File: config.mk
export PLATFORM = sky130hd
export DESIGN_NAME = pasc_top
export DESIGN_NICKNAME = d
export VERILOG_FILES = /design/src/pasc_pkg.sv /design/src/pasc_src_decode.sv /design/src/pasc_pair_drive.sv /design/src/pasc_top.sv
export SDC_FILE = /design/constraint.sdc
export NUM_CORES = 1
export LEC_CHECK = 0
export ABC_AREA = 1
export BUFFER_PORTS_ARGS = -buffer_cell sky130_fd_sc_hd__buf_2
export CELL_PAD_IN_SITES_DETAIL_PLACEMENT = 0
export CELL_PAD_IN_SITES_GLOBAL_PLACEMENT = 2
export CORE_ASPECT_RATIO = 1.75
export CORE_MARGIN = 1.5
export CORE_UTILIZATION = 30
export DETAILED_ROUTE_END_ITERATION = 8
export PLACE_DENSITY_LB_ADDON = 0.08
export SYNTH_ARGS = -nofsm -noshare
export SYNTH_HDL_FRONTEND = slang
export SYNTH_SLANG_ARGS = --single-unit
File: constraint.sdc
create_clock -name clk_sys -period 1.85 [get_ports clk_sys]
set_input_delay 0.37 -clock clk_sys [delete_from_list [all_inputs] [get_ports clk_sys]]
set_output_delay 0.37 -clock clk_sys [all_outputs]
set_load 0.01 [all_outputs]
File: src/pasc_pkg.sv
package pasc_pkg;

  // register width and avalon address width (byte addressing)
  localparam int unsigned REG_W   = 8;
  localparam int unsigned ADDR_W  = 8;
  localparam int unsigned DATA_W  = 32;

  // register indices; byte address is four times the index
  localparam logic [ADDR_W-1:0] IDX_MODE_CTRL  = 8'h15; // output_polarity_select, module enable
  localparam logic [ADDR_W-1:0] IDX_PWM_CONFIG = 8'h16; // auto_restart_enable
  localparam logic [ADDR_W-1:0] IDX_ASC        = 8'h17; // auto_shutdown_control
  localparam logic [ADDR_W-1:0] IDX_PIN_EN     = 8'h18; // pin output enables
  localparam logic [ADDR_W-1:0] IDX_STATUS     = 8'h19; // period_timer_flag, live cause
  localparam logic [ADDR_W-1:0] IDX_PERIOD     = 8'h1a; // period_timer period
  localparam logic [ADDR_W-1:0] IDX_DUTY       = 8'h1b; // duty count

  // auto_shutdown_control fields
  localparam int unsigned ASC_FLAG_BIT = 7;  // shutdown_event_flag
  localparam int unsigned ASC_SEL_MSB  = 6;  // shutdown_source_select
  localparam int unsigned ASC_SEL_LSB  = 4;
  localparam int unsigned ASC_AC_MSB   = 3;  // pair_ac_shutdown_level
  localparam int unsigned ASC_AC_LSB   = 2;
  localparam int unsigned ASC_BD_MSB   = 1;  // pair_bd_shutdown_level
  localparam int unsigned ASC_BD_LSB   = 0;

  // pwm_config_register fields
  localparam int unsigned CFG_RESTART_BIT = 7;

  // mode control fields
  localparam int unsigned MODE_POL_AC_BIT = 0;
  localparam int unsigned MODE_POL_BD_BIT = 1;
  localparam int unsigned MODE_EN_BIT     = 2;

  // status fields
  localparam int unsigned STAT_PTF_BIT   = 0;
  localparam int unsigned STAT_CAUSE_BIT = 1;

  // source select codes
  localparam logic [2:0] SRC_OFF      = 3'h0;
  localparam logic [2:0] SRC_CMP1     = 3'h1;
  localparam logic [2:0] SRC_CMP2     = 3'h2;
  localparam logic [2:0] SRC_CMP_ANY  = 3'h3;
  localparam logic [2:0] SRC_PIN      = 3'h4;
  localparam logic [2:0] SRC_PIN_CMP1 = 3'h5;
  localparam logic [2:0] SRC_PIN_CMP2 = 3'h6;
  localparam logic [2:0] SRC_ALL      = 3'h7;

  // reset values
  localparam logic [REG_W-1:0] RST_REG = 8'h00;

  // shutdown level codes (bit 1 set means tri-state)
  localparam logic [1:0] LVL_LOW  = 2'h0;
  localparam logic [1:0] LVL_HIGH = 2'h1;
  localparam int unsigned LVL_TRI_BIT = 1;

endpackage : pasc_pkg

File: src/pasc_src_decode.sv
`timescale 1ns/1ps
`default_nettype none
module pasc_src_decode
  import pasc_pkg::*;
(
  input  wire logic [2:0] sel,       // shutdown_source_select
  input  wire logic       cmp1,      // comparator 1 tripped (high)
  input  wire logic       cmp2,      // comparator 2 tripped (high)
  input  wire logic       int_pin_b, // interrupt pin, low means shutdown
  output var  logic       cause      // selected cause present (level)
);

  // arm mask {pin, cmp2, cmp1} per select code
  function automatic logic [2:0] arm_mask(input logic [2:0] s);
    logic [2:0] m;
    m = 3'h0;
    unique case (s)
      SRC_OFF:      m = 3'h0;
      SRC_CMP1:     m = 3'h1;
      SRC_CMP2:     m = 3'h2;
      SRC_CMP_ANY:  m = 3'h3;
      SRC_PIN:      m = 3'h4;
      SRC_PIN_CMP1: m = 3'h5;
      SRC_PIN_CMP2: m = 3'h6;
      SRC_ALL:      m = 3'h7;
    endcase
    return m;
  endfunction : arm_mask

  assign cause = |(arm_mask(sel) & {~int_pin_b, cmp2, cmp1});

endmodule : pasc_src_decode
`default_nettype wire

File: src/pasc_pair_drive.sv
`timescale 1ns/1ps
`default_nettype none
module pasc_pair_drive
  import pasc_pkg::*;
(
  input  wire logic       pwm_act,   // pair is logically active
  input  wire logic       pol_low,   // 1 = active-low output
  input  wire logic       shut,      // shutdown in force
  input  wire logic [1:0] level,     // shutdown level code
  input  wire logic [1:0] pin_en,    // output enables of the two pins
  output var  logic [1:0] pin_out,   // pin output values
  output var  logic [1:0] pin_oe     // pin drive enables
);

  wire logic run_lvl;  // normal pwm level after polarity
  wire logic tri_lvl;  // shutdown asks for tri-state

  assign run_lvl = pwm_act ^ pol_low;
  assign tri_lvl = level[LVL_TRI_BIT];

  assign pin_out = shut ? (tri_lvl ? 2'b00 : {2{level[0]}}) : {2{run_lvl}};
  assign pin_oe  = (shut && tri_lvl) ? 2'b00 : pin_en;

endmodule : pasc_pair_drive
`default_nettype wire

File: src/pasc_top.sv
`timescale 1ns/1ps
`default_nettype none
module pasc_top
  import pasc_pkg::*;
(
  input  wire logic              clk_sys,          // instruction clock, 250 MHz
  input  wire logic              rst_b,            // async reset, active low
  input  wire logic [ADDR_W-1:0] avs_address,      // byte address
  input  wire logic              avs_read,         // read request
  input  wire logic              avs_write,        // write request
  input  wire logic [DATA_W-1:0] avs_writedata,    // write data
  output var  logic [DATA_W-1:0] avs_readdata,     // read data
  output var  logic              avs_waitrequest,  // stall, low for one cycle to answer
  input  wire logic              cmp1_out,         // comparator 1 output
  input  wire logic              cmp2_out,         // comparator 2 output
  input  wire logic              int_pin_b,        // interrupt pin, active low
  input  wire logic              sleep,            // device asleep, clocks stopped
  output var  logic              output_a,         // pin a value
  output var  logic              output_b,         // pin b value
  output var  logic              output_c,         // pin c value
  output var  logic              output_d,         // pin d value
  output var  logic              output_a_oe,      // pin a drive enable
  output var  logic              output_b_oe,      // pin b drive enable
  output var  logic              output_c_oe,      // pin c drive enable
  output var  logic              output_d_oe       // pin d drive enable
);

  // register state
  logic [REG_W-1:0] asc_ff;        // auto_shutdown_control, bit 7 is the flag
  logic [REG_W-1:0] cfg_ff;        // pwm_config_register
  logic [REG_W-1:0] mode_ff;       // pwm_mode_control_register subset
  logic [3:0]       pin_en_ff;     // output enables {d,c,b,a}
  logic [REG_W-1:0] period_ff;     // period match value
  logic [REG_W-1:0] duty_ff;       // duty count
  logic [REG_W-1:0] count_ff;      // period_timer counter
  logic             ptf_ff;        // period_timer_flag
  logic             hold_ff;       // shutdown held until period boundary
  logic [DATA_W-1:0] rdata_ff;     // read data register
  logic             wait_ff;       // waitrequest register

  // next values
  logic [REG_W-1:0] nxt_asc;
  logic [REG_W-1:0] nxt_count;
  logic             nxt_ptf;
  logic             nxt_hold;

  // bus decode
  wire logic        req;           // read or write pending
  wire logic        ack;           // request taken this edge
  wire logic        wr;            // write taken this edge
  wire logic [ADDR_W-1:0] widx;    // word index
  wire logic        hit_mode;
  wire logic        hit_cfg;
  wire logic        hit_asc;
  wire logic        hit_pin;
  wire logic        hit_stat;
  wire logic        hit_per;
  wire logic        hit_duty;
  wire logic [REG_W-1:0] wbyte;    // low write byte
  logic [REG_W-1:0] rd_mux;        // read selection

  // block signals
  wire logic        cause_raw;     // decoded cause from pins
  wire logic        cause;         // cause seen by the block
  wire logic        flag;          // shutdown_event_flag
  wire logic        restart_en;    // auto_restart_enable
  wire logic        mod_en;        // module enable
  wire logic        period_start;  // counter wraps, new period begins
  wire logic        pwm_act;       // modulated level
  wire logic        shut;          // shutdown applied to pins
  wire logic [1:0]  ac_out;
  wire logic [1:0]  ac_oe;
  wire logic [1:0]  bd_out;
  wire logic [1:0]  bd_oe;

  // word-aligned decode; low two address bits ignored
  assign widx     = {2'b00, avs_address[ADDR_W-1:2]};
  assign hit_mode = (widx == IDX_MODE_CTRL);
  assign hit_cfg  = (widx == IDX_PWM_CONFIG);
  assign hit_asc  = (widx == IDX_ASC);
  assign hit_pin  = (widx == IDX_PIN_EN);
  assign hit_stat = (widx == IDX_STATUS);
  assign hit_per  = (widx == IDX_PERIOD);
  assign hit_duty = (widx == IDX_DUTY);
  assign wbyte    = avs_writedata[REG_W-1:0];
  assign req      = avs_read || avs_write;
  // bus stalls in sleep so nothing changes
  assign ack      = req && !wait_ff && !sleep;
  assign wr       = ack && avs_write;

  assign flag       = asc_ff[ASC_FLAG_BIT];
  // restart enable from config bit 7
  assign restart_en = cfg_ff[CFG_RESTART_BIT];
  assign mod_en     = mode_ff[MODE_EN_BIT];

  // cause decoder
  pasc_src_decode u_src (
    .sel       (asc_ff[ASC_SEL_MSB:ASC_SEL_LSB]),
    .cmp1      (cmp1_out),
    .cmp2      (cmp2_out),
    .int_pin_b (int_pin_b),
    .cause     (cause_raw)
  );

  // cause masked in sleep so pins keep their level
  assign cause = cause_raw && !sleep;

  // pins forced without waiting for an edge
  assign shut = flag || cause || hold_ff;

  // period timer
  assign period_start = mod_en && (count_ff == period_ff);
  assign pwm_act      = mod_en && (count_ff < duty_ff);

  // read mux; unmapped reads return zero
  always_comb begin
    rd_mux = RST_REG;
    if (hit_mode) begin
      rd_mux = mode_ff;
    end else if (hit_cfg) begin
      rd_mux = cfg_ff;
    end else if (hit_asc) begin
      rd_mux = asc_ff;
    end else if (hit_pin) begin
      rd_mux = {4'h0, pin_en_ff};
    end else if (hit_stat) begin
      rd_mux = {6'h00, cause, ptf_ff};
    end else if (hit_per) begin
      rd_mux = period_ff;
    end else if (hit_duty) begin
      rd_mux = duty_ff;
    end
  end

  // shutdown control register next value
  always_comb begin
    nxt_asc = asc_ff;
    if (wr && hit_asc) begin
      nxt_asc = wbyte;
      // a clear is dropped while a cause is active
      if (cause) begin
        nxt_asc[ASC_FLAG_BIT] = 1'b1;
      end
    end else if (cause) begin
      // flag held while the level persists
      nxt_asc[ASC_FLAG_BIT] = 1'b1;
    end else if (restart_en && flag) begin
      // auto restart clears once cause is gone
      nxt_asc[ASC_FLAG_BIT] = 1'b0;
    end
    // without restart only a write clears it
    // a written one sets the flag like an event
    // frozen in sleep, kept for wake
    if (sleep) begin
      nxt_asc = asc_ff;
    end
  end

  // timer, period flag and restart hold next values
  always_comb begin
    nxt_count = count_ff;
    nxt_ptf   = ptf_ff;
    nxt_hold  = hold_ff;
    if (!sleep) begin
      if (!mod_en || period_start) begin
        nxt_count = RST_REG;
      end else begin
        nxt_count = count_ff + 8'h01;
      end
      // software clears with a one; a new period wins
      if (wr && hit_stat && wbyte[STAT_PTF_BIT]) begin
        nxt_ptf = 1'b0;
      end
      // set at each wrap, the first being period two
      if (period_start) begin
        nxt_ptf = 1'b1;
      end
      // shutdown held until a period boundary
      nxt_hold = flag || cause || (hold_ff && !period_start);
    end
  end

  // shutdown control and timer registers
  always_ff @(posedge clk_sys or negedge rst_b) begin
    if (!rst_b) begin
      asc_ff   <= RST_REG;
      count_ff <= RST_REG;
      ptf_ff   <= 1'b0;
      hold_ff  <= 1'b0;
    end else begin
      asc_ff   <= nxt_asc;
      count_ff <= nxt_count;
      ptf_ff   <= nxt_ptf;
      hold_ff  <= nxt_hold;
    end
  end

  // plain configuration registers
  always_ff @(posedge clk_sys or negedge rst_b) begin
    if (!rst_b) begin
      cfg_ff    <= RST_REG;
      mode_ff   <= RST_REG;
      pin_en_ff <= 4'h0;
      period_ff <= RST_REG;
      duty_ff   <= RST_REG;
    end else if (wr) begin
      if (hit_cfg)  cfg_ff    <= wbyte;
      if (hit_mode) mode_ff   <= wbyte;
      if (hit_pin)  pin_en_ff <= wbyte[3:0];
      if (hit_per)  period_ff <= wbyte;
      if (hit_duty) duty_ff   <= wbyte;
    end
  end

  // avalon answer: one wait cycle, then waitrequest low for one edge
  always_ff @(posedge clk_sys or negedge rst_b) begin
    if (!rst_b) begin
      wait_ff  <= 1'b1;
      rdata_ff <= '0;
    end else begin
      wait_ff <= !(req && wait_ff && !sleep);
      if (req && wait_ff && !sleep) begin
        rdata_ff <= {{(DATA_W-REG_W){1'b0}}, rd_mux};
      end
    end
  end

  assign avs_waitrequest = wait_ff;
  assign avs_readdata    = rdata_ff;

  // pair a/c modulated, pair b/d complementary
  pasc_pair_drive u_ac (
    .pwm_act (pwm_act),
    .pol_low (mode_ff[MODE_POL_AC_BIT]),
    .shut    (shut),
    .level   (asc_ff[ASC_AC_MSB:ASC_AC_LSB]),
    .pin_en  ({pin_en_ff[2], pin_en_ff[0]}),
    .pin_out (ac_out),
    .pin_oe  (ac_oe)
  );

  pasc_pair_drive u_bd (
    .pwm_act (mod_en && !pwm_act),
    .pol_low (mode_ff[MODE_POL_BD_BIT]),
    .shut    (shut),
    .level   (asc_ff[ASC_BD_MSB:ASC_BD_LSB]),
    .pin_en  ({pin_en_ff[3], pin_en_ff[1]}),
    .pin_out (bd_out),
    .pin_oe  (bd_oe)
  );

  // pins are not registered: the shutdown path must act without a clock
  assign output_a    = ac_out[0];
  assign output_c    = ac_out[1];
  assign output_b    = bd_out[0];
  assign output_d    = bd_out[1];
  assign output_a_oe = ac_oe[0];
  assign output_c_oe = ac_oe[1];
  assign output_b_oe = bd_oe[0];
  assign output_d_oe = bd_oe[1];

  // checks
  property p_src_off;
    @(posedge clk_sys) disable iff (!rst_b)
      (asc_ff[ASC_SEL_MSB:ASC_SEL_LSB] == SRC_OFF) |-> !cause;
  endproperty
  a_src_off: assert property (p_src_off) else $error("cause with source off");

  property p_src_cmp1;
    @(posedge clk_sys) disable iff (!rst_b)
      (asc_ff[ASC_SEL_MSB:ASC_SEL_LSB] == SRC_CMP1 && !sleep) |-> (cause == cmp1_out);
  endproperty
  a_src_cmp1: assert property (p_src_cmp1) else $error("cmp1 select wrong");

  property p_event_sets;
    @(posedge clk_sys) disable iff (!rst_b)
      cause |-> shut ##1 flag;
  endproperty
  a_event_sets: assert property (p_event_sets) else $error("event did not set flag");

  property p_auto_clear;
    @(posedge clk_sys) disable iff (!rst_b)
      (restart_en && flag && !cause && !sleep && !(wr && hit_asc)) |=> !flag;
  endproperty
  a_auto_clear: assert property (p_auto_clear) else $error("auto restart missed");

  property p_manual_hold;
    @(posedge clk_sys) disable iff (!rst_b)
      (!restart_en && flag && !(wr && hit_asc)) |=> flag;
  endproperty
  a_manual_hold: assert property (p_manual_hold) else $error("flag cleared itself");

  property p_hold_period;
    @(posedge clk_sys) disable iff (!rst_b)
      ($fell(flag) && !period_start) |-> shut ##1 shut;
  endproperty
  a_hold_period: assert property (p_hold_period) else $error("resumed before period");

  property p_write_blocked;
    @(posedge clk_sys) disable iff (!rst_b)
      (cause && wr && hit_asc && !wbyte[ASC_FLAG_BIT]) |=> flag;
  endproperty
  a_write_blocked: assert property (p_write_blocked) else $error("clear taken in cause");

  property p_force;
    @(posedge clk_sys) disable iff (!rst_b)
      (wr && hit_asc && wbyte[ASC_FLAG_BIT]) |=> (flag && shut);
  endproperty
  a_force: assert property (p_force) else $error("forced shutdown missed");

  property p_ptf;
    @(posedge clk_sys) disable iff (!rst_b)
      (period_start && !sleep) |=> (ptf_ff && count_ff == RST_REG);
  endproperty
  a_ptf: assert property (p_ptf) else $error("period flag not set");

  property p_no_drive;
    @(posedge clk_sys) disable iff (!rst_b)
      (pin_en_ff == 4'h0) |-> !(output_a_oe || output_b_oe || output_c_oe || output_d_oe);
  endproperty
  a_no_drive: assert property (p_no_drive) else $error("pin driven while disabled");

  property p_sleep_frozen;
    @(posedge clk_sys) disable iff (!rst_b)
      sleep |=> ($stable(count_ff) && $stable(asc_ff) && $stable(output_a));
  endproperty
  a_sleep_frozen: assert property (p_sleep_frozen) else $error("state moved in sleep");

  property p_low_level;
    @(posedge clk_sys) disable iff (!rst_b)
      (shut && pin_en_ff[0] && asc_ff[ASC_AC_MSB:ASC_AC_LSB] == LVL_LOW)
        |-> (output_a_oe && !output_a);
  endproperty
  a_low_level: assert property (p_low_level) else $error("pair a/c not low");

endmodule : pasc_top
`default_nettype wire

==> metrics.md <==
| Metric | Value |
|---|---|
| Status | `finished with violations` |
| Failing checks | `DRC, setup timing` |
| DR iter-0 viols | `about 120` |
| CP Class | `reg2out` |
| CTS Buffer Depth | `2` |
| Worst path top cell family by delay | `flip-flops` |
| ANT nets after route | `0` |
| Synth-to-layout area growth | `28.6%` |
| GPL Wtd Cong | `0.785` |
| Leakage power | `~2.4 nW` |
| Min Tclk post-route | `around 2.2 ns` |
| Worst path cell trace | `ha_4 > nand2_4 > o21a_4 > nand2_2 > nand2_1 > nand2_1 > nand3_1 > nand2_1 > buf_2` |
| Placed instance count | `646` |
| Ranking of synthesized cells by area | `dfrtp_1 (43%), nand2_1 (13%), o21ai_0 (7.3%), buf_4 (5.5%), inv_1 (4.9%)` |
| Layout Cells excl Fill | `roughly 670` |
| Fmax | `~460 MHz` |
| Final Skew | `around 0.0055 ns` |
| Pint | `~2.8 mW` |
| Max stage delay cell, worst path | `dfrtp_1` |
| Final hold slack | `about 0.27 ns` |
| Wire per inst | `~16 um` |
| Arrival time worst endpoint | `1.81 ns` |
| Root buf cell | `clkbuf_16` |
| Antenna violations before repair | `0` |
| # rows | `52` |
| Skew-Pair Late Insertion Delay | `0.33 ns` |
| Vias in the first global route | `a little over 3000` |
| Netlist cell types | `39` |
| CTS tree | `built` |
| CP Data Required Time | `~1.5 ns` |
| Cell Area, Placed | `around 0.0040 mm^2` |
| First-pass GRT wire length | `between 15 and 20 mm` |
| Antenna Cells | `0` |
| Unrepaired setup endpoints after global routing | `yes` |
| Max stage delay on crit path | `0.41 ns` |
| Drt first pass iters | `9` |
| Yosys warns | `0` |
| Fin crit share | `118%` |
| HP Class | `in2reg` |
| H-tree depth | `3` |
| NetSw | `around 0.94 mW` |
| Clock-pin slew on the worst setup and hold paths | `roughly 0.060 ns` |
| Port Buffers | `38` |
| Die width | `roughly 86 um` |
| Sequential fraction of the synthesis area | `between 40% and 50%` |
| Flop pwr share | `39.1%` |
| Max Cap Viol | `0` |
| Combinational power share | `10.8%` |
| Post-DP HPWL | `7.99 mm` |
| Synth top area share | `between 40% and 50%` |
| Final hold violations | `0` |
| Final #Nets | `590` |
| Initial core utilization | `30.9%` |
| Synth Instances | `roughly 450` |
| CP dominant cell by count | `nand2_1` |
| Filler Cells Inserted | `1212` |
| Finish-stage setup viols | `8` |
| Slew Viols, Final | `0` |
| Switch share | `~25%` |
| Worst hold start | `avs_writedata[3]` |
| Die Y | `147 um` |
| Total I/O pin count | `89` |
| Setup crit start | `count_ff[7]` |
| Core area | `0.0116 mm^2` |
| Final core occ | `39.7%` |
| R2R Path Start | `asc_ff[6]` |
| Synthesized area per cell | `between 7 and 8 um^2` |
| Cell taking the most area after synthesis | `dfrtp_1` |
| Post-Layout Inst Area | `0.00460 mm^2` |
| CP bufs+invs | `1` |
| Vias | `3053` |
| DRC | `5` |
| Clock sinks | `63` |
| Setup ws final | `-0.327 ns` |
| Routed wire length | `between 10 and 15 mm` |
| Vias per Instance | `4.53` |
| Critical path endpoint category | `output port` |
| Critical Path Source Type | `register` |
| Max FO, Critical Path | `3` |
| Total die area | `around 0.013 mm^2` |
| Share of cells above drive strength 1 | `roughly 28%` |
| Total GRT Usage | `between 15 and 20%` |
| Yosys reg bits | `63` |
| Syn Std Cell Area | `0.00357 mm^2` |
| Total gr overflow | `0` |
| P per Cell Area | `~820 mW/mm^2` |
| Num CTS Buffers | `9` |
| Largest net degree at the start of global routing | `25` |
| Worst vdd ir | `around 430 uV` |
| Clock share of power | `50.1%` |
[state kept, by name, summed over array words and instances (netlist names)]
signal / cells
duty_ff: 8
ptf_ff: 1
period_ff: 8
asc_ff: 8
hold_ff: 1
avs_waitrequest: 1
avs_readdata: 8
pin_en_ff: 4
cfg_ff: 8
count_ff: 8
mode_ff: 8
[stage by stage]
step	setup TNS [ns]	worst slack, ns	total power [mW]
2_1_floorplan	0	0.0443	1.74
3_3_place_gp	-0.423	-0.0963	1.88
3_5_place_dp	-0.543	-0.124	1.89
4_1_cts	-2.28	-0.326	3.81
5_1_grt	-2.97	-0.437	3.93
6_report	-2.13	-0.327	3.77
[layout make-up]
cell class	count	area, um^2	area share, %
tap	135	169	3.68
timing repair buffer	85	558	12.1
clock buffer	11	253	5.50
clock inverter	5	80.1	1.74
sequential	63	1580	34.3
inverter	54	205	4.47
multi-input combinational	321	1750	38.1
[path summary, 6_finish.rpt]
path                            slack [ns]  cells past startpoint               to
worst max-delay path                 -0.33                      9         output_d
worst min-delay path                  0.27                      3        asc_ff[3]
worst max register to register        0.12                     14  avs_readdata[1]
worst min register to register        0.46                      2  avs_readdata[1]
max in group asynchronous             0.77                      3  avs_waitrequest
min in group asynchronous             0.50                      2  avs_readdata[5]
[cells in the final DEF (no fill, tap or decap), types with 5 or more instances in the layout]
| cell | n |
|---|---|
| nand2_1 | 119 |
| dfrtp_1 | 62 |
| o21ai_0 | 52 |
| buf_4 | 45 |
| inv_1 | 42 |
| buf_2 | 38 |
| nor2_1 | 27 |
| conb_1 | 24 |
| nand3_1 | 17 |
| inv_2 | 11 |
| xor2_1 | 9 |
| clkbuf_16 | 9 |
| nand4_1 | 7 |
| nand2_2 | 6 |
| o21ai_1 | 6 |
| a21oi_2 | 5 |
| a21oi_1 | 5 |
| ha_4 | 5 |
[routing by layer]
layer | GRT usage (%) | part of all wire [%] | vias to the layer above
li1 | - | - | 1563
met5 | 0 | 0 | -
met4 | 6.69 | 2.0 | 0
met3 | 2.79 | 2.5 | 12
met2 | 31.6 | 54 | 59
met1 | 20.8 | 41 | 1419
[logic make-up after synthesis]
family,Yosys count,synth area share [%]
xor+xnor,10,2.45
simple gates,199,25.4
compound gates,80,12.3
flops,63,44.2
fa+ha+maj,8,2.80
other cells,1,0.105
buf+inv,87,12.8
[cells in the mapped netlist (all sizes together)]
cell,count
nand2,128
dfrtp,62
o21ai,58
inv,54
nor2,35
buf,31
nand3,21
a21oi,11
xor2,9
ha,8
nand4,7
nor3,4
o211ai,4
o21a,3
clkbuf,2
nand3b,2
or2,2
a21o,1
a31o,1
conb,1
dfstp,1
o22ai,1
o31ai,1
xnor2,1
[power by group through the flow]
| stage | Combinational, mW | Clock, mW | Sequential [mW] |
|---|---|---|---|
| final | 0.405 | 1.89 | 1.48 |
| after global routing | 0.458 | 1.99 | 1.48 |
| after CTS | 0.410 | 1.93 | 1.48 |
| after detailed placement | 0.386 | 0 | 1.50 |
| after global placement | 0.384 | 0 | 1.50 |
| after floorplan | 0.246 | 0 | 1.49 |
[worst reg2reg max path, delay by kind of cell, from the launching register on]
kind                   cells  cell delay [ns]
buffers and inverters      6             0.74
and+or+nand+nor            8             0.58
DFF                        1             0.35
[what timing repair did]
action	CTS	global route
gates resized for setup	23	5
hold buffers	1	0
endpoints found under the hold margin	11	0
endpoints found under the setup margin	8	9
setup buffers	8	4
pin swaps	15	13
Power figures use the tool's default switching activity.
